$ cat config.mk
export PLATFORM = sky130hd
export DESIGN_NAME = crt_timer
export DESIGN_NICKNAME = d
export VERILOG_FILES = /design/src/core/crt_pkg.sv /design/src/core/crt_timer.sv
export SDC_FILE = /design/constraint.sdc
export NUM_CORES = 1
export LEC_CHECK = 0
export ABC_AREA = 1
export BUFFER_PORTS_ARGS = -buffer_cell sky130_fd_sc_hd__buf_2
export CAP_MARGIN = 10
export CORE_MARGIN = 4
export CORE_UTILIZATION = 35
export CTS_CLUSTER_DIAMETER = 200
export DETAILED_ROUTE_END_ITERATION = 10
export GPL_TIMING_DRIVEN = 0
export MAX_ROUTING_LAYER = met4
export PLACE_DENSITY = 0.52
export SYNTH_ARGS = -nofsm -noshare
export SYNTH_HDL_FRONTEND = slang
export SYNTH_SLANG_ARGS = --single-unit
$ cat constraint.sdc
create_clock -name clk -period 5.04 [get_ports clk]
set_input_delay 0.504 -clock clk [delete_from_list [all_inputs] [get_ports clk]]
set_output_delay 0.504 -clock clk [all_outputs]
set_load 0.02 [all_outputs]
$ cat src/core/crt_pkg.sv
// constants, field layouts and carrier types of the capture/reload timer
// assumes an 8051-style special-function-register port on the system clock
package crt_pkg;

  // ==========================================================
  // register addresses
  localparam logic [7:0] ADDR_TIMER_CONTROL = 8'hc8;
  localparam logic [7:0] ADDR_RELOAD_CAPTURE_LOW = 8'hca;
  localparam logic [7:0] ADDR_RELOAD_CAPTURE_HIGH = 8'hcb;
  localparam logic [7:0] ADDR_COUNT_LOW = 8'hcc;
  localparam logic [7:0] ADDR_COUNT_HIGH = 8'hcd;
  // shared registers holding one or two bits of this block
  localparam logic [7:0] ADDR_PIN_MODE = 8'ha6;
  localparam logic [7:0] ADDR_IRQ_ENABLE = 8'ha8;
  localparam logic [7:0] ADDR_PRIORITY_LOW = 8'hb8;
  localparam logic [7:0] ADDR_PRIORITY_HIGH = 8'hb9;

  // ==========================================================
  // field positions in the shared registers
  localparam int BIT_OVERFLOW_OUTPUT_ENABLE = 1;
  localparam int BIT_GLOBAL_IRQ_ENABLE = 7;
  localparam int BIT_TIMER_IRQ_ENABLE = 5;
  localparam int BIT_PRIORITY = 5;

  // ==========================================================
  // reset values and the count at which the counter wraps
  localparam logic [7:0] RESET_BYTE = 8'h00;
  localparam logic [15:0] RESET_WORD = 16'h0000;
  localparam logic [15:0] COUNT_MAX = 16'hffff;

  // ==========================================================
  // timing: timer mode counts at half the system clock
  localparam int CLOCK_MHZ = 50;
  localparam int TIMER_DIVIDE = 2;

  // control register, bit 7 down to bit 0
  typedef struct packed {
    logic overflow_flag;
    logic external_edge_flag;
    logic receive_baud_select;
    logic transmit_baud_select;
    logic external_pin_enable;
    logic run_control;
    logic counter_select;
    logic capture_select;
  } crt_control_t;

  // one register access from the core
  typedef struct packed {
    logic [7:0] addr;
    logic [7:0] wdata;
    logic wr;
    logic rd;
  } crt_sfr_req_t;

endpackage

$ cat src/core/crt_timer.sv
// 16-bit capture/reload timer with baud clock supply and toggle output
// assumes a core that writes and reads registers with one-cycle strobes,
// and pins that arrive unsynchronised from outside the chip
`timescale 1ns/1ns
module crt_timer
  import crt_pkg::*;
(
  // clock, reset, enable
  input wire logic clk,
  input wire logic rst,
  input wire logic ce,
  // register port from the core
  input wire crt_sfr_req_t sfr_req,
  output logic [7:0] sfr_rdata,
  output logic sfr_rvalid,
  // pins
  input wire logic count_input_pin,
  input wire logic external_trigger_pin,
  output logic overflow_toggle_output,
  output logic overflow_toggle_oe,
  // uart baud clocks
  input wire logic other_timer_overflow,
  output logic uart_rx_baud_tick,
  output logic uart_tx_baud_tick,
  // interrupt controller
  output logic irq_request,
  output logic [1:0] irq_priority
);

  // ==========================================================
  // declarations
  crt_control_t control; // control register
  logic [15:0] count; // counter value
  logic [15:0] reload_value; // reload/capture register
  logic overflow_output_enable;
  logic global_irq_enable;
  logic timer_irq_enable;
  logic priority_low_bit;
  logic priority_high_bit;
  logic toggle_state; // pin level
  logic half_tick; // timer-mode divider phase
  logic [1:0] count_pin_sync; // two-stage synchroniser
  logic [1:0] trigger_pin_sync;
  logic count_pin_last; // previous synchronised level
  logic trigger_pin_last;
  logic baud_mode; // either baud select set
  logic count_step; // one increment this cycle
  logic overflow; // counter wraps this cycle
  logic trigger_edge; // qualified falling edge
  logic do_reload;
  logic do_capture;
  logic wr_en;

  // falling edge between two sampled levels
  function automatic logic is_falling(input logic last, input logic now);
    return last & ~now;
  endfunction

  // write strobe of one address
  function automatic logic wr_at(input crt_sfr_req_t r, input logic [7:0] a);
    return r.wr && (r.addr == a);
  endfunction

  assign wr_en = ce;

  // ==========================================================
  // pin synchronisers
  // the first stage is read only by the second one
  always_ff @(posedge clk or posedge rst) begin
    if (rst) begin
      count_pin_sync <= 2'h3;
      trigger_pin_sync <= 2'h3;
      count_pin_last <= 1'b1;
      trigger_pin_last <= 1'b1;
    end else if (ce) begin
      count_pin_sync <= {count_pin_sync[0], count_input_pin};
      trigger_pin_sync <= {trigger_pin_sync[0], external_trigger_pin};
      count_pin_last <= count_pin_sync[1];
      trigger_pin_last <= trigger_pin_sync[1];
    end
  end

  // ==========================================================
  // event decode
  assign baud_mode = control.receive_baud_select | control.transmit_baud_select;

  // timer-mode divider; runs only while counting is allowed
  always_ff @(posedge clk or posedge rst) begin
    if (rst) begin
      half_tick <= 1'b0;
    end else if (ce) begin
      if (control.run_control && !control.counter_select) begin
        half_tick <= ~half_tick;
      end else begin
        half_tick <= 1'b0;
      end
    end
  end

  always_comb begin
    if (!control.run_control) begin
      count_step = 1'b0;
    end else if (control.counter_select) begin
      count_step = is_falling(count_pin_last, count_pin_sync[1]);
    end else begin
      count_step = half_tick;
    end
  end

  assign overflow = count_step && (count == COUNT_MAX);

  assign trigger_edge = control.external_pin_enable && !baud_mode
    && is_falling(trigger_pin_last, trigger_pin_sync[1]);

  assign do_reload = (overflow && (baud_mode || !control.capture_select))
    || (trigger_edge && !control.capture_select);
  assign do_capture = trigger_edge && control.capture_select;

  // ==========================================================
  // counter; a core write wins over counting in the same cycle
  always_ff @(posedge clk or posedge rst) begin
    if (rst) begin
      count <= RESET_WORD;
    end else if (wr_en) begin
      if (wr_at(sfr_req, ADDR_COUNT_LOW)) begin
        count[7:0] <= sfr_req.wdata;
      end else if (wr_at(sfr_req, ADDR_COUNT_HIGH)) begin
        count[15:8] <= sfr_req.wdata;
      end else if (do_reload) begin
        count <= reload_value;
      end else if (count_step) begin
        count <= count + 16'h0001;
      end
    end
  end

  // ==========================================================
  // reload/capture register; capture wins over a write
  always_ff @(posedge clk or posedge rst) begin
    if (rst) begin
      reload_value <= RESET_WORD;
    end else if (wr_en) begin
      if (do_capture) begin
        reload_value <= count;
      end else if (wr_at(sfr_req, ADDR_RELOAD_CAPTURE_LOW)) begin
        reload_value[7:0] <= sfr_req.wdata;
      end else if (wr_at(sfr_req, ADDR_RELOAD_CAPTURE_HIGH)) begin
        reload_value[15:8] <= sfr_req.wdata;
      end
    end
  end

  // ==========================================================
  // control register; hardware flag sets win over a clearing write
  always_ff @(posedge clk or posedge rst) begin
    if (rst) begin
      control <= crt_control_t'(RESET_BYTE);
    end else if (wr_en) begin
      if (wr_at(sfr_req, ADDR_TIMER_CONTROL)) begin
        control <= crt_control_t'(sfr_req.wdata);
      end
      if (overflow && !baud_mode) begin
        control.overflow_flag <= 1'b1;
      end
      if (trigger_edge) begin
        control.external_edge_flag <= 1'b1;
      end
    end
  end

  // ==========================================================
  // bits held in shared registers
  always_ff @(posedge clk or posedge rst) begin
    if (rst) begin
      overflow_output_enable <= 1'b0;
      global_irq_enable <= 1'b0;
      timer_irq_enable <= 1'b0;
      priority_low_bit <= 1'b0;
      priority_high_bit <= 1'b0;
    end else if (wr_en) begin
      if (wr_at(sfr_req, ADDR_PIN_MODE)) begin
        overflow_output_enable <= sfr_req.wdata[BIT_OVERFLOW_OUTPUT_ENABLE];
      end
      if (wr_at(sfr_req, ADDR_IRQ_ENABLE)) begin
        global_irq_enable <= sfr_req.wdata[BIT_GLOBAL_IRQ_ENABLE];
        timer_irq_enable <= sfr_req.wdata[BIT_TIMER_IRQ_ENABLE];
      end
      if (wr_at(sfr_req, ADDR_PRIORITY_LOW)) begin
        priority_low_bit <= sfr_req.wdata[BIT_PRIORITY];
      end
      if (wr_at(sfr_req, ADDR_PRIORITY_HIGH)) begin
        priority_high_bit <= sfr_req.wdata[BIT_PRIORITY];
      end
    end
  end

  // ==========================================================
  // overflow toggle pin; it toggles even when disabled so that
  // enabling it later does not glitch the phase
  always_ff @(posedge clk or posedge rst) begin
    if (rst) begin
      toggle_state <= 1'b0;
    end else if (ce) begin
      if (overflow) begin
        toggle_state <= ~toggle_state;
      end
    end
  end

  assign overflow_toggle_output = toggle_state;
  assign overflow_toggle_oe = overflow_output_enable;

  // ==========================================================
  // uart baud clocks; mode 1 and 3 gating is the uart's own job
  // receive clock source
  assign uart_rx_baud_tick = control.receive_baud_select ? overflow : other_timer_overflow;
  assign uart_tx_baud_tick = control.transmit_baud_select ? overflow : other_timer_overflow;

  // ==========================================================
  // interrupt request; flags stay until software clears them
  // enable gating
  assign irq_request = global_irq_enable && timer_irq_enable
    && (control.overflow_flag || control.external_edge_flag);
  assign irq_priority = {priority_high_bit, priority_low_bit};

  // ==========================================================
  // read port; data one cycle after the read strobe
  // shared registers return only this block's bits, the rest zero
  always_ff @(posedge clk or posedge rst) begin
    if (rst) begin
      sfr_rdata <= RESET_BYTE;
      sfr_rvalid <= 1'b0;
    end else if (ce) begin
      sfr_rvalid <= sfr_req.rd;
      sfr_rdata <= RESET_BYTE;
      if (sfr_req.rd) begin
        unique case (sfr_req.addr)
          ADDR_TIMER_CONTROL: begin
            sfr_rdata <= control;
          end
          ADDR_RELOAD_CAPTURE_LOW: begin
            sfr_rdata <= reload_value[7:0];
          end
          ADDR_RELOAD_CAPTURE_HIGH: begin
            sfr_rdata <= reload_value[15:8];
          end
          ADDR_COUNT_LOW: begin
            sfr_rdata <= count[7:0];
          end
          ADDR_COUNT_HIGH: begin
            sfr_rdata <= count[15:8];
          end
          ADDR_PIN_MODE: begin
            sfr_rdata[BIT_OVERFLOW_OUTPUT_ENABLE] <= overflow_output_enable;
          end
          ADDR_IRQ_ENABLE: begin
            sfr_rdata[BIT_GLOBAL_IRQ_ENABLE] <= global_irq_enable;
            sfr_rdata[BIT_TIMER_IRQ_ENABLE] <= timer_irq_enable;
          end
          ADDR_PRIORITY_LOW: begin
            sfr_rdata[BIT_PRIORITY] <= priority_low_bit;
          end
          ADDR_PRIORITY_HIGH: begin
            sfr_rdata[BIT_PRIORITY] <= priority_high_bit;
          end
          // unmapped addresses read as zero
          default: begin
            sfr_rdata <= RESET_BYTE;
          end
        endcase
      end
    end
  end
endmodule

# After elaboration in Yosys (flattened, before gate mapping)
# Index checks and enable logic that the tools add are counted.
# word_totals
reg_bits,62
inputBits,24
output_inout_bits,16
word_cells,113
# op_classes
n_addsub,1
n_eq_ne,12
n_mux,24
bitwise,8
n_reduce_logical,43
# ops
op,count
"8-bit equality test, second input constant",9
8-bit 2-to-1 mux,8
16-bit 2-to-1 mux,3
1-bit logical AND,19
2-bit AND reduction,9
"16-bit by 1-bit adder with 16-bit output, second input constant",1
"16-bit equality test, second input constant",1
3-bit case mux with 5 select lines,1
1-bit case mux with 6 select lines,2
1-bit case mux with 5 select lines,2
3-bit AND reduction,3
1-bit case mux with 8 select lines,1
2-bit nonzero test,4
1-bit 2-to-1 mux,7
3-bit nonzero test,2
1-bit inverter,5
"2-bit != test, second input constant",2
1-bit logical NOT,3
1-bit logical OR,3
1-bit bitwise AND,2
1-bit OR,1

# Longest topological paths before layout
# Gate-level depths: netlist (run 1).
# depth
depth_word,10
ltp_mapped,12
depth_no_buf,12

# Worst setup path before layout (run 1)
# OpenSTA, ideal clock, no wires.
# synth_timing
path_type,register to output
start,register count[1]
end,output port uart_rx_baud_tick
t_arrival_ns,1.633
required_time_ns,4.536
slack_ns,2.903
stages_incl_launch_ff,8
n_path_buf,0
cell_sequence,dfrtp_1 -> ha_1 -> nand2_1 -> nor2_1 -> nand2_2 -> nor2_2 -> nand2_1 -> o21ai_0
# synth_via
elab_chain_len,3
# synth_rtl
item,line,source
from (decl),crt_timer.sv:33,logic [15:0] count;
from (signal assigned),crt_timer.sv:126,count[7:0] <= sfr_req.wdata;
from (signal assigned),crt_timer.sv:130,count <= reload_value;
from (signal assigned),crt_timer.sv:132,count <= count + 16'h0001;
16-bit equality test,crt_timer.sv:110,assign overflow = count_step && (count == COUNT_MAX);
1-bit logical AND,crt_timer.sv:110,
1-bit 2-to-1 mux,crt_timer.sv:216,assign uart_rx_baud_tick = control.receive_baud_select ? overflow : other_timer_overflow;
to (decl),crt_timer.sv:23,"output logic uart_rx_baud_tick,"
# Every way passes these cells.

# Final worst setup path (run 1)
# Ends and elaborated chain as after synthesis.

==> results of run 1 <==
==> layer usage <==
metal	share of wire, %	wire length (um)
met4	2.5	336
met2	47	6343
met1	45	6062
met3	6.1	828
met5	0	0
==> sequential cells by signal, indices dropped and copies added (netlist names) <==
name and flops:
count 16, reload_value 16, control 8, sfr_rdata 8, count_pin_sync 2, trigger_pin_sync 2
count_pin_last 1, global_irq_enable 1, half_tick 1, overflow_toggle_oe 1, overflow_toggle_output 1, priority_high_bit 1
priority_low_bit 1, sfr_rvalid 1, timer_irq_enable 1, trigger_pin_last 1
==> final cells by class <==
| class | count | area (um2) |
|---|---|---|
| timing repair buffer | 39 | 195.2 |
| sequential | 62 | 1559 |
| inverter | 65 | 246.5 |
| clock buffer | 9 | 225.2 |
| fill | 1164 | 6341 |
| tap | 140 | 175.2 |
| multi-input combinational | 437 | 2046 |
| buffer | 16 | 97.59 |
| clock inverter | 7 | 50.05 |
==> worst register-to-register path: stages, from the launching register on <==
cell and delay (ns):
dfrtp_1 0.47, ha_1 0.27, nand2_1 0.08, nor2_1 0.21, nand2_2 0.11, nor2_2 0.19
nand3_4 0.18, nand2_4 0.14, buf_6 0.14, nand2_1 0.09, nand3_1 0.10, a21oi_1 0.07
==> metrics by stage <==
| step | hold slack (ns) | cells |
|---|---|---|
| after floorplan | 0.4437 | 580 |
| after global placement | 0.4505 | 759 |
| after detailed placement | 0.4579 | 759 |
| after CTS | 0.3555 | 775 |
| after global routing | 0.3765 | 775 |
| final | 0.3135 | 775 |
==> cells in the final DEF, fill, tap and decap left out, drive strengths merged, types with 4 or more instances in the layout <==
cell type and n:
o22ai 4, xor2 5, nand4 10, inv 65, nor2 88, nand2 170
a21oi 27, dfrtp 56, nor3 4, clkinv 4, nand3 66, buf 51
o21ai 47, clkbuf 13, dfstp 6
==> path summary, 6_finish.rpt <==
path / start / slack (ns) / end
max: count[1] / 2.44 / uart_rx_baud_tick
min reg2reg: count_pin_sync[0] / 0.46 / count_pin_sync[0]
min in group clk: external_trigger_pin / 0.36 / trigger_pin_sync[0]
min: rst / 0.31 / priority_high_bit
max reg2reg: count[1] / 2.88 / count[13]
max in group asynchronous: rst / 4.17 / sfr_rvalid
==> logic make-up (layout without fill, tap and decap cells) <==
| kind of cell | after synthesis | count (layout) | share of synthesized area [%] |
|---|---|---|---|
| AO/OA/AOI/OAI | 89 | 89 | 12.87 |
| XOR/XNOR | 7 | 7 | 1.554 |
| adder cells (fa/ha/maj) | 1 | 1 | 0.3170 |
| buffers and inverters | 81 | 136 | 8.655 |
| flip-flops | 62 | 62 | 39.51 |
| AND/OR/NAND/NOR | 340 | 340 | 37.10 |
==> power by group through the flow <==
stage / Combinational [mW] / Sequential, mW / Clock (mW)
after floorplan: 0.334 / 0.637 / 0
after global placement: 0.454 / 0.667 / 0
after detailed placement: 0.460 / 0.667 / 0
after CTS: 0.462 / 0.658 / 0.596
after global routing: 0.531 / 0.671 / 0.616
final: 0.465 / 0.660 / 0.587
==> metrics.txt, run 1 <==
Switching Share=37.96%; first-pass GRT wire length=21,480 um; pre-CTS WS=2.711 ns; fin. max-slew vios=0; slew at the pin closest to its max-slew limit=0.8085 ns; Yosys cell types=39; most used cell, CP=nand2_1; total nets after synthesis=605; pwr dens=372.6 nW/um2; area of the mapped netlist=3946 um2; Final Cell Area=4594 um2; layout cells sized above 1=14.65%; count leader, synth=nand2_1; crit path launch type=register; worst setup path class=reg2out; final setup fails=0; Sink Count=62; max incr delay on CP=0.47 ns; First-pass DRT Iterations=6; die area=13,040 um2; Synth Flop Type=dfrtp_1; Pint=1.062 mW; Longest Clk Path Bufs=2; CTS tree=done; via count of the first global-routing pass=3,911; status=complete, no violations; via count=4,012; total negative setup slack=0 ns; die height=114.2 um; number of cells on the critical path=8; top cell type's share of synthesized area=35.51%; Antenna Violating Nets Remaining=0; grt met1 use=28.55%; Die Wd=114.2 um; Syn Inst Count=580; WL final=13,570 um; sequential share of power=38.6%; worst path arrival time=2.09 ns; GP Congestion=0.9012; M2 GR Usage=34.97%; Yosys top cell by area=dfrtp_1; Tcrit/Tclk final=51.55%; WL per Instance=17.51 um; min Tclk post-route=2.598 ns; GRT overflow=0; clk_skew=0.005764 ns; Post-synth EDFFs=0; crit-path cells=ha_1, nand2_1, nor2_1, nand2_2, nor2_2, nand2_1, o21ai_0, buf_2; Final nets=655; Area Overhead vs Synth=16.42%; Area contributors post-synth=dfrtp_1 36%, nand2_1 16%, nand3_1 8.2%; Util after Layout=42.01%; diode count=0; synth warn=0; R2R cell count=11; P_sw=0.6499 mW; # resized after CTS=0; RSZ-0062 raised after global routing=no; VDD IR max=0.0002275 V; Leakage=2.409 nW; Avg Cell Area, Syn=6.804 um2; grt met3 use=4.863%; commonest cells in the netlist=167 x nand2_1, 83 x nor2_1, 65 x nand3_1, 60 x inv_1, 56 x dfrtp_1; Site Rows=38; asr flop ratio synth=100.0%; post-synthesis sequential area ratio=39.51%; Relative slew margins=46.10%; # Post-CTS Setup Buffers=0; max_cap viols=0; Comb pwr share=27.2%; worst min path class=in2async; DR iter-0 viols=366; clock network power share=34.3%; f_max=384.9 MHz; # DRC=0; root buf cell=clkbuf_16; Yosys reg bits=62; critical path's slowest cell=dfrtp_1; GRT Max-Usage Layer=met2; slack of the critical path=2.442 ns; Initial Util=36.09%; core area=10,940 um2; Hold Fails Final Rpt=0; cts bufs inserted=9; Worst-Skew Late Latency=0.34 ns; worst-path fanout max=6; CP Capture Type=output pin; post-detail-place hpwl=10,330 um; Port Buffer Count=39; CP bufs+invs=1; I/O pin cnt=40; delay-heaviest family, CP=simple AND/OR/NAND/NOR gates; number of hold buffers added after CTS=0; All-Layer GR Usage=22.23%; htree depth=3; Clock transition at path regs=0.06 ns; power consumption=1.712 mW; placed inst area=4319 um2; vias per cell=5.177; initial antenna violation count=0; largest net degree at the start of global routing=63; data required time of the worst path=4.54 ns
Power figures use the tool's default switching activity.
==> run 2: changes to the inputs <==
PLACE_DENSITY = 0.54   (was 0.52)
clock period = 2.2 ns   (was 5.04 ns; I/O delays follow)
==> metrics.txt, run 2 (synthesis results as in run 1) <==
status=complete, no violations; largest net degree at the start of global routing=26 (-59%); Hold Fails Final Rpt=0 (unchanged); f_max=482.4 MHz; commonest non-fill, non-tap cell in the layout=nand2_1; post-detail-place hpwl=10,500 um (+1.6%); Tcrit/Tclk final=94.22%; Antenna Violating Nets Remaining=0 (unchanged); Util after Layout=42.83% (+0.81 points); via count of the first global-routing pass=3,880 (-0.79%); cts bufs inserted=9 (unchanged); max_cap viols=0 (unchanged); Clock transition at path regs=0.06 ns (about the same); Initial Util=36.09% (unchanged); first-pass GRT wire length=21,300 um (-0.83%); worst min path class=in2reg; Leakage=2.447 nW (+1.6%); crit path launch type=register; worst path arrival time=2.33 ns (+0.24 ns); min Tclk post-route=2.073 ns; initial antenna violation count=0 (unchanged); placed inst area=4364 um2 (+1.0%); WL final=13,610 um (+0.32%); Site Rows=38 (unchanged); Fillers=1,148 (-1.4%); Port Buffer Count=39 (unchanged); CP Capture Type=register; VDD IR max=0.0003210 V (+41%); All-Layer GR Usage=21.87% (-0.36 points); GRT overflow=0 (unchanged); core area=10,940 um2 (unchanged); Worst-Skew Late Latency=0.34 ns (about the same); vias per cell=5.254 (+1.5%); I/O pin cnt=40 (unchanged); total negative setup slack=0 ns (unchanged); diode count=0 (unchanged); sequential cell area=1560 um2 (about the same); most frequent cells in the layout=167 x nand2_1, 82 x nor2_1, 65 x nand3_1; final hold slack=0.08577 ns (-0.2277 ns); Relative slew margins=65.23% (+19 points); power consumption=3.985 mW (+130%); Area Overhead vs Synth=18.67%; layout cells sized above 1=15.76% (+1.1 points); fin. max-slew vios=0 (unchanged); htree depth=3 (unchanged); DR iter-0 viols=388 (+6.0%); Final nets=661 (+0.92%); via count=4,103 (+2.3%); GP Congestion=0.9185 (+1.9%); worst setup path class=reg2reg; # DRC=0 (unchanged); die height=114.2 um (unchanged); First-pass DRT Iterations=6 (unchanged); Longest Clk Path Bufs=2 (unchanged); Top Registers=count x16, reload_value x16; die area=13,040 um2 (unchanged); Die Wd=114.2 um (unchanged); data required time of the worst path=2.45 ns (-2.09 ns); Sink Count=62 (unchanged); final setup fails=0 (unchanged); worst-path fanout max=10 (+4); Final Cell Area=4683 um2 (+1.9%); Multi-input gate area=2056 um2 (+0.49%); root buf cell=clkbuf_16; clk_skew=0.007427 ns (+0.001664 ns); CTS tree=done; pwr dens=851.0 nW/um2 (+130%); WL per Instance=17.43 um (-0.45%); slew at the pin closest to its max-slew limit=0.5207 ns (-0.2878 ns)
[run 2: area by class of cell]
class                      instances  area share, %
buffer                            16          2.084
sequential                        62          33.32
clock inverter                     7          1.069
timing repair buffer              45          5.878
inverter                          65          5.210
multi-input combinational        437          43.90
tap                              140          3.740
clock buffer                       9          4.809
[run 2: worst max-delay path: stages, from the launching register on]
cell and delay (ns):
dfstp_2 0.55, nand3_1 0.16, nor2_4 0.28, inv_2 0.17, a21oi_2 0.34, clkbuf_2 0.29, o21ai_0 0.12, o21ai_0 0.09
[run 2: power by group]
group	internal, mW	switching (mW)
sequential	1.31	0.184
combinational	0.400	0.736
clock	0.764	0.587
[run 2: routing by layer]
layer	up-vias	share of wire, %	global-route usage (%)
met4	0	2.4	6.968
met3	21	6.1	2.960
met1	1935	45	28.99
met5	-	0	-
met2	157	47	34.78
li1	1990	-	-
[run 2: worst paths after layout]
path                                             to                  from  cells past startpoint  slack (ns)
worst min-delay path            trigger_pin_sync[0]  external_trigger_pin                      3        0.09
max in group asynchronous       trigger_pin_sync[0]                   rst                      5        0.97
min in group asynchronous         priority_high_bit                   rst                      3        0.47
worst max register to register     reload_value[14]      trigger_pin_last                      7        0.13
worst max-delay path               reload_value[14]      trigger_pin_last                      7        0.13
worst min register to register  trigger_pin_sync[0]   trigger_pin_sync[0]                      2        0.46
[run 2: stage by stage]
step | instances | setup slack [ns]
after global routing | 781 | -0.0009091
after detailed placement | 761 | 0.03023
final | 781 | 0.1272
after global placement | 759 | -0.5033
after floorplan | 580 | 0.3475
after CTS | 779 | 0.04301
[run 2: what timing repair did]
action | CTS | global route
endpoints found under the setup margin | 2 | 2
buffers inserted | 1 | 2
resized for setup | 3 | 1
pin swaps | 0 | 0
endpoints found under the hold margin | 20 | 0
hold buffers | 1 | 0
==> run 3: changes to the inputs <==
==> constraint.sdc (replaced) <==
create_clock -name clk -period 2.2 [get_ports clk]
set_input_delay 0.22 -clock clk [delete_from_list [all_inputs] [get_ports clk]]
set_output_delay 0.22 -clock clk [all_outputs]
set_load 0.005 [all_outputs]
==> metrics.txt, run 3 (synthesis results as in run 1) <==
initial antenna violation count=0 (unchanged); Sink Count=62 (unchanged); Relative slew margins=64.89% (-0.34 points); worst-path fanout max=10 (unchanged); status=complete, no violations; Antenna Violating Nets Remaining=0 (unchanged); First-pass DRT Iterations=6 (unchanged); slew at the pin closest to its max-slew limit=0.5258 ns (+0.005090 ns); Leakage=2.441 nW (-0.25%); largest net degree at the start of global routing=26 (unchanged); die height=114.2 um (unchanged); Area Overhead vs Synth=18.52%; vias per cell=5.297 (+0.84%); P_sw=1.502 mW (-0.31%); GRT overflow=0 (unchanged); CP Capture Type=register; total negative setup slack=0 ns (unchanged); Die Wd=114.2 um (unchanged); WL per Instance=17.47 um (+0.19%); All-Layer GR Usage=21.82% (-0.046 points); CTS tree=done; core area=10,940 um2 (unchanged); Tcrit/Tclk final=94.03% (-0.18 points); cts bufs inserted=9 (unchanged); Clock transition at path regs=0.06 ns (about the same); Top Registers=count x16, reload_value x16; crit path launch type=register; via count of the first global-routing pass=3,877 (-0.077%); most frequent cells in the layout=167 x nand2_1, 82 x nor2_1, 65 x nand3_1; max_cap viols=0 (unchanged); htree depth=3 (unchanged); Site Rows=38 (unchanged); I/O pin cnt=40 (unchanged); GP Congestion=0.9185 (unchanged); DR iter-0 viols=386 (-0.52%); layout cells sized above 1=15.78% (+0.025 points); die area=13,040 um2 (unchanged); Initial Util=36.09% (unchanged); via count=4,132 (+0.71%); root buf cell=clkbuf_16; Worst-Skew Late Latency=0.34 ns (about the same); Longest Clk Path Bufs=2 (unchanged); Comb pwr share=27.9% (-0.6 points); post-detail-place hpwl=10,500 um (unchanged); fin. max-slew vios=0 (unchanged); pwr dens=849.3 nW/um2 (-0.20%); WL final=13,620 um (about the same); RSZ-0062 raised after global routing=no; min Tclk post-route=2.069 ns (-0.004055 ns); Final nets=660 (-0.15%); final setup fails=0 (unchanged); worst path arrival time=2.32 ns (about the same); Port Buffer Count=39 (unchanged); Fillers=1,149 (+0.087%); # DRC=0 (unchanged); Switching Share=37.82% (about the same); sequential share of power=37.9% (+0.3 points); clk_skew=0.008985 ns (+0.001558 ns); worst setup path class=reg2reg; Pint=2.470 mW (-0.35%); worst min path class=in2reg; VDD IR max=0.0003239 V (+0.90%); Hold Fails Final Rpt=0 (unchanged); commonest non-fill, non-tap cell in the layout=nand2_1; diode count=0 (unchanged); f_max=483.4 MHz (+0.20%); data required time of the worst path=2.45 ns (about the same); power consumption=3.972 mW (-0.33%); clock network power share=34.1% (+0.2 points); first-pass GRT wire length=21,250 um (-0.26%)
run 3: cell types whose count changed in the layout (fill, tap and decap cells not counted), sizes merged:
| cell | change |
|---|---|
| buf | -1 |
run 3: layout make-up:
type                       count  area [um2]  area share, %
buffer                        16       97.59          2.087
sequential                    62        1562          33.39
clock inverter                 7       50.05          1.070
timing repair buffer          44       267.8          5.725
inverter                      65       244.0          5.217
clock buffer                   9       225.2          4.815
multi-input combinational    437        2056          43.95
tap                          140       175.2          3.745
run 3: what timing repair did:
action / in CTS / in global routing
resized for setup: 2 / 3
setup endpoints to repair: 2 / 6
endpoints found under the hold margin: 20 / 0
hold buffers: 1 / 0
setup buffers: 0 / 2
run 3: metrics by stage:
stage               hold slack [ns]  setup slack (ns)  util [%]  cells  cell area, um2
floorplan                    0.3077            0.4485         -    580            3946
global placement             0.4150           -0.5033     39.47    759            4317
detailed placement           0.2971           0.03023     39.91    761            4364
CTS                         0.09294           0.03673     42.55    778            4653
global route                 0.1263           0.01341     42.77    780            4677
finish                      0.08299            0.1313     42.77    780            4677
run 3: worst paths after layout:
kind                                       from                  end  slack, ns  depth (start not counted)
hold / removal             external_trigger_pin  trigger_pin_sync[0]       0.08                          3
max in group asynchronous                   rst  trigger_pin_sync[0]       0.97                          5
setup / recovery               trigger_pin_last     reload_value[14]       0.13                          7
min in group asynchronous                   rst    priority_high_bit       0.46                          3
setup reg to reg               trigger_pin_last     reload_value[14]       0.13                          7
hold reg to reg             trigger_pin_sync[0]  trigger_pin_sync[0]       0.46                          2
run 3: power by group through the flow:
stage | registers, mW | clock network [mW] | logic, mW
final | 1.51 | 1.35 | 1.11
after global routing | 1.53 | 1.41 | 1.26
after CTS | 1.51 | 1.36 | 1.06
after detailed placement | 1.53 | 0 | 1.05
after global placement | 1.53 | 0 | 1.03
after floorplan | 1.46 | 0 | 0.762
run 3: worst max-delay path: stages, from the launching register on:
cell	delay [ns]
dfstp_2	0.55
nand3_1	0.15
nor2_4	0.28
inv_2	0.17
a21oi_2	0.34
clkbuf_2	0.29
o21ai_0	0.11
o21ai_0	0.09
run 3: metal layers:
layer	GRT usage (%)	vias up	part of all wire (%)
met5	-	-	0
met4	7.047	0	2.7
met3	2.960	27	7.4
met2	34.78	173	46
met1	28.82	1942	44
li1	-	1990	-
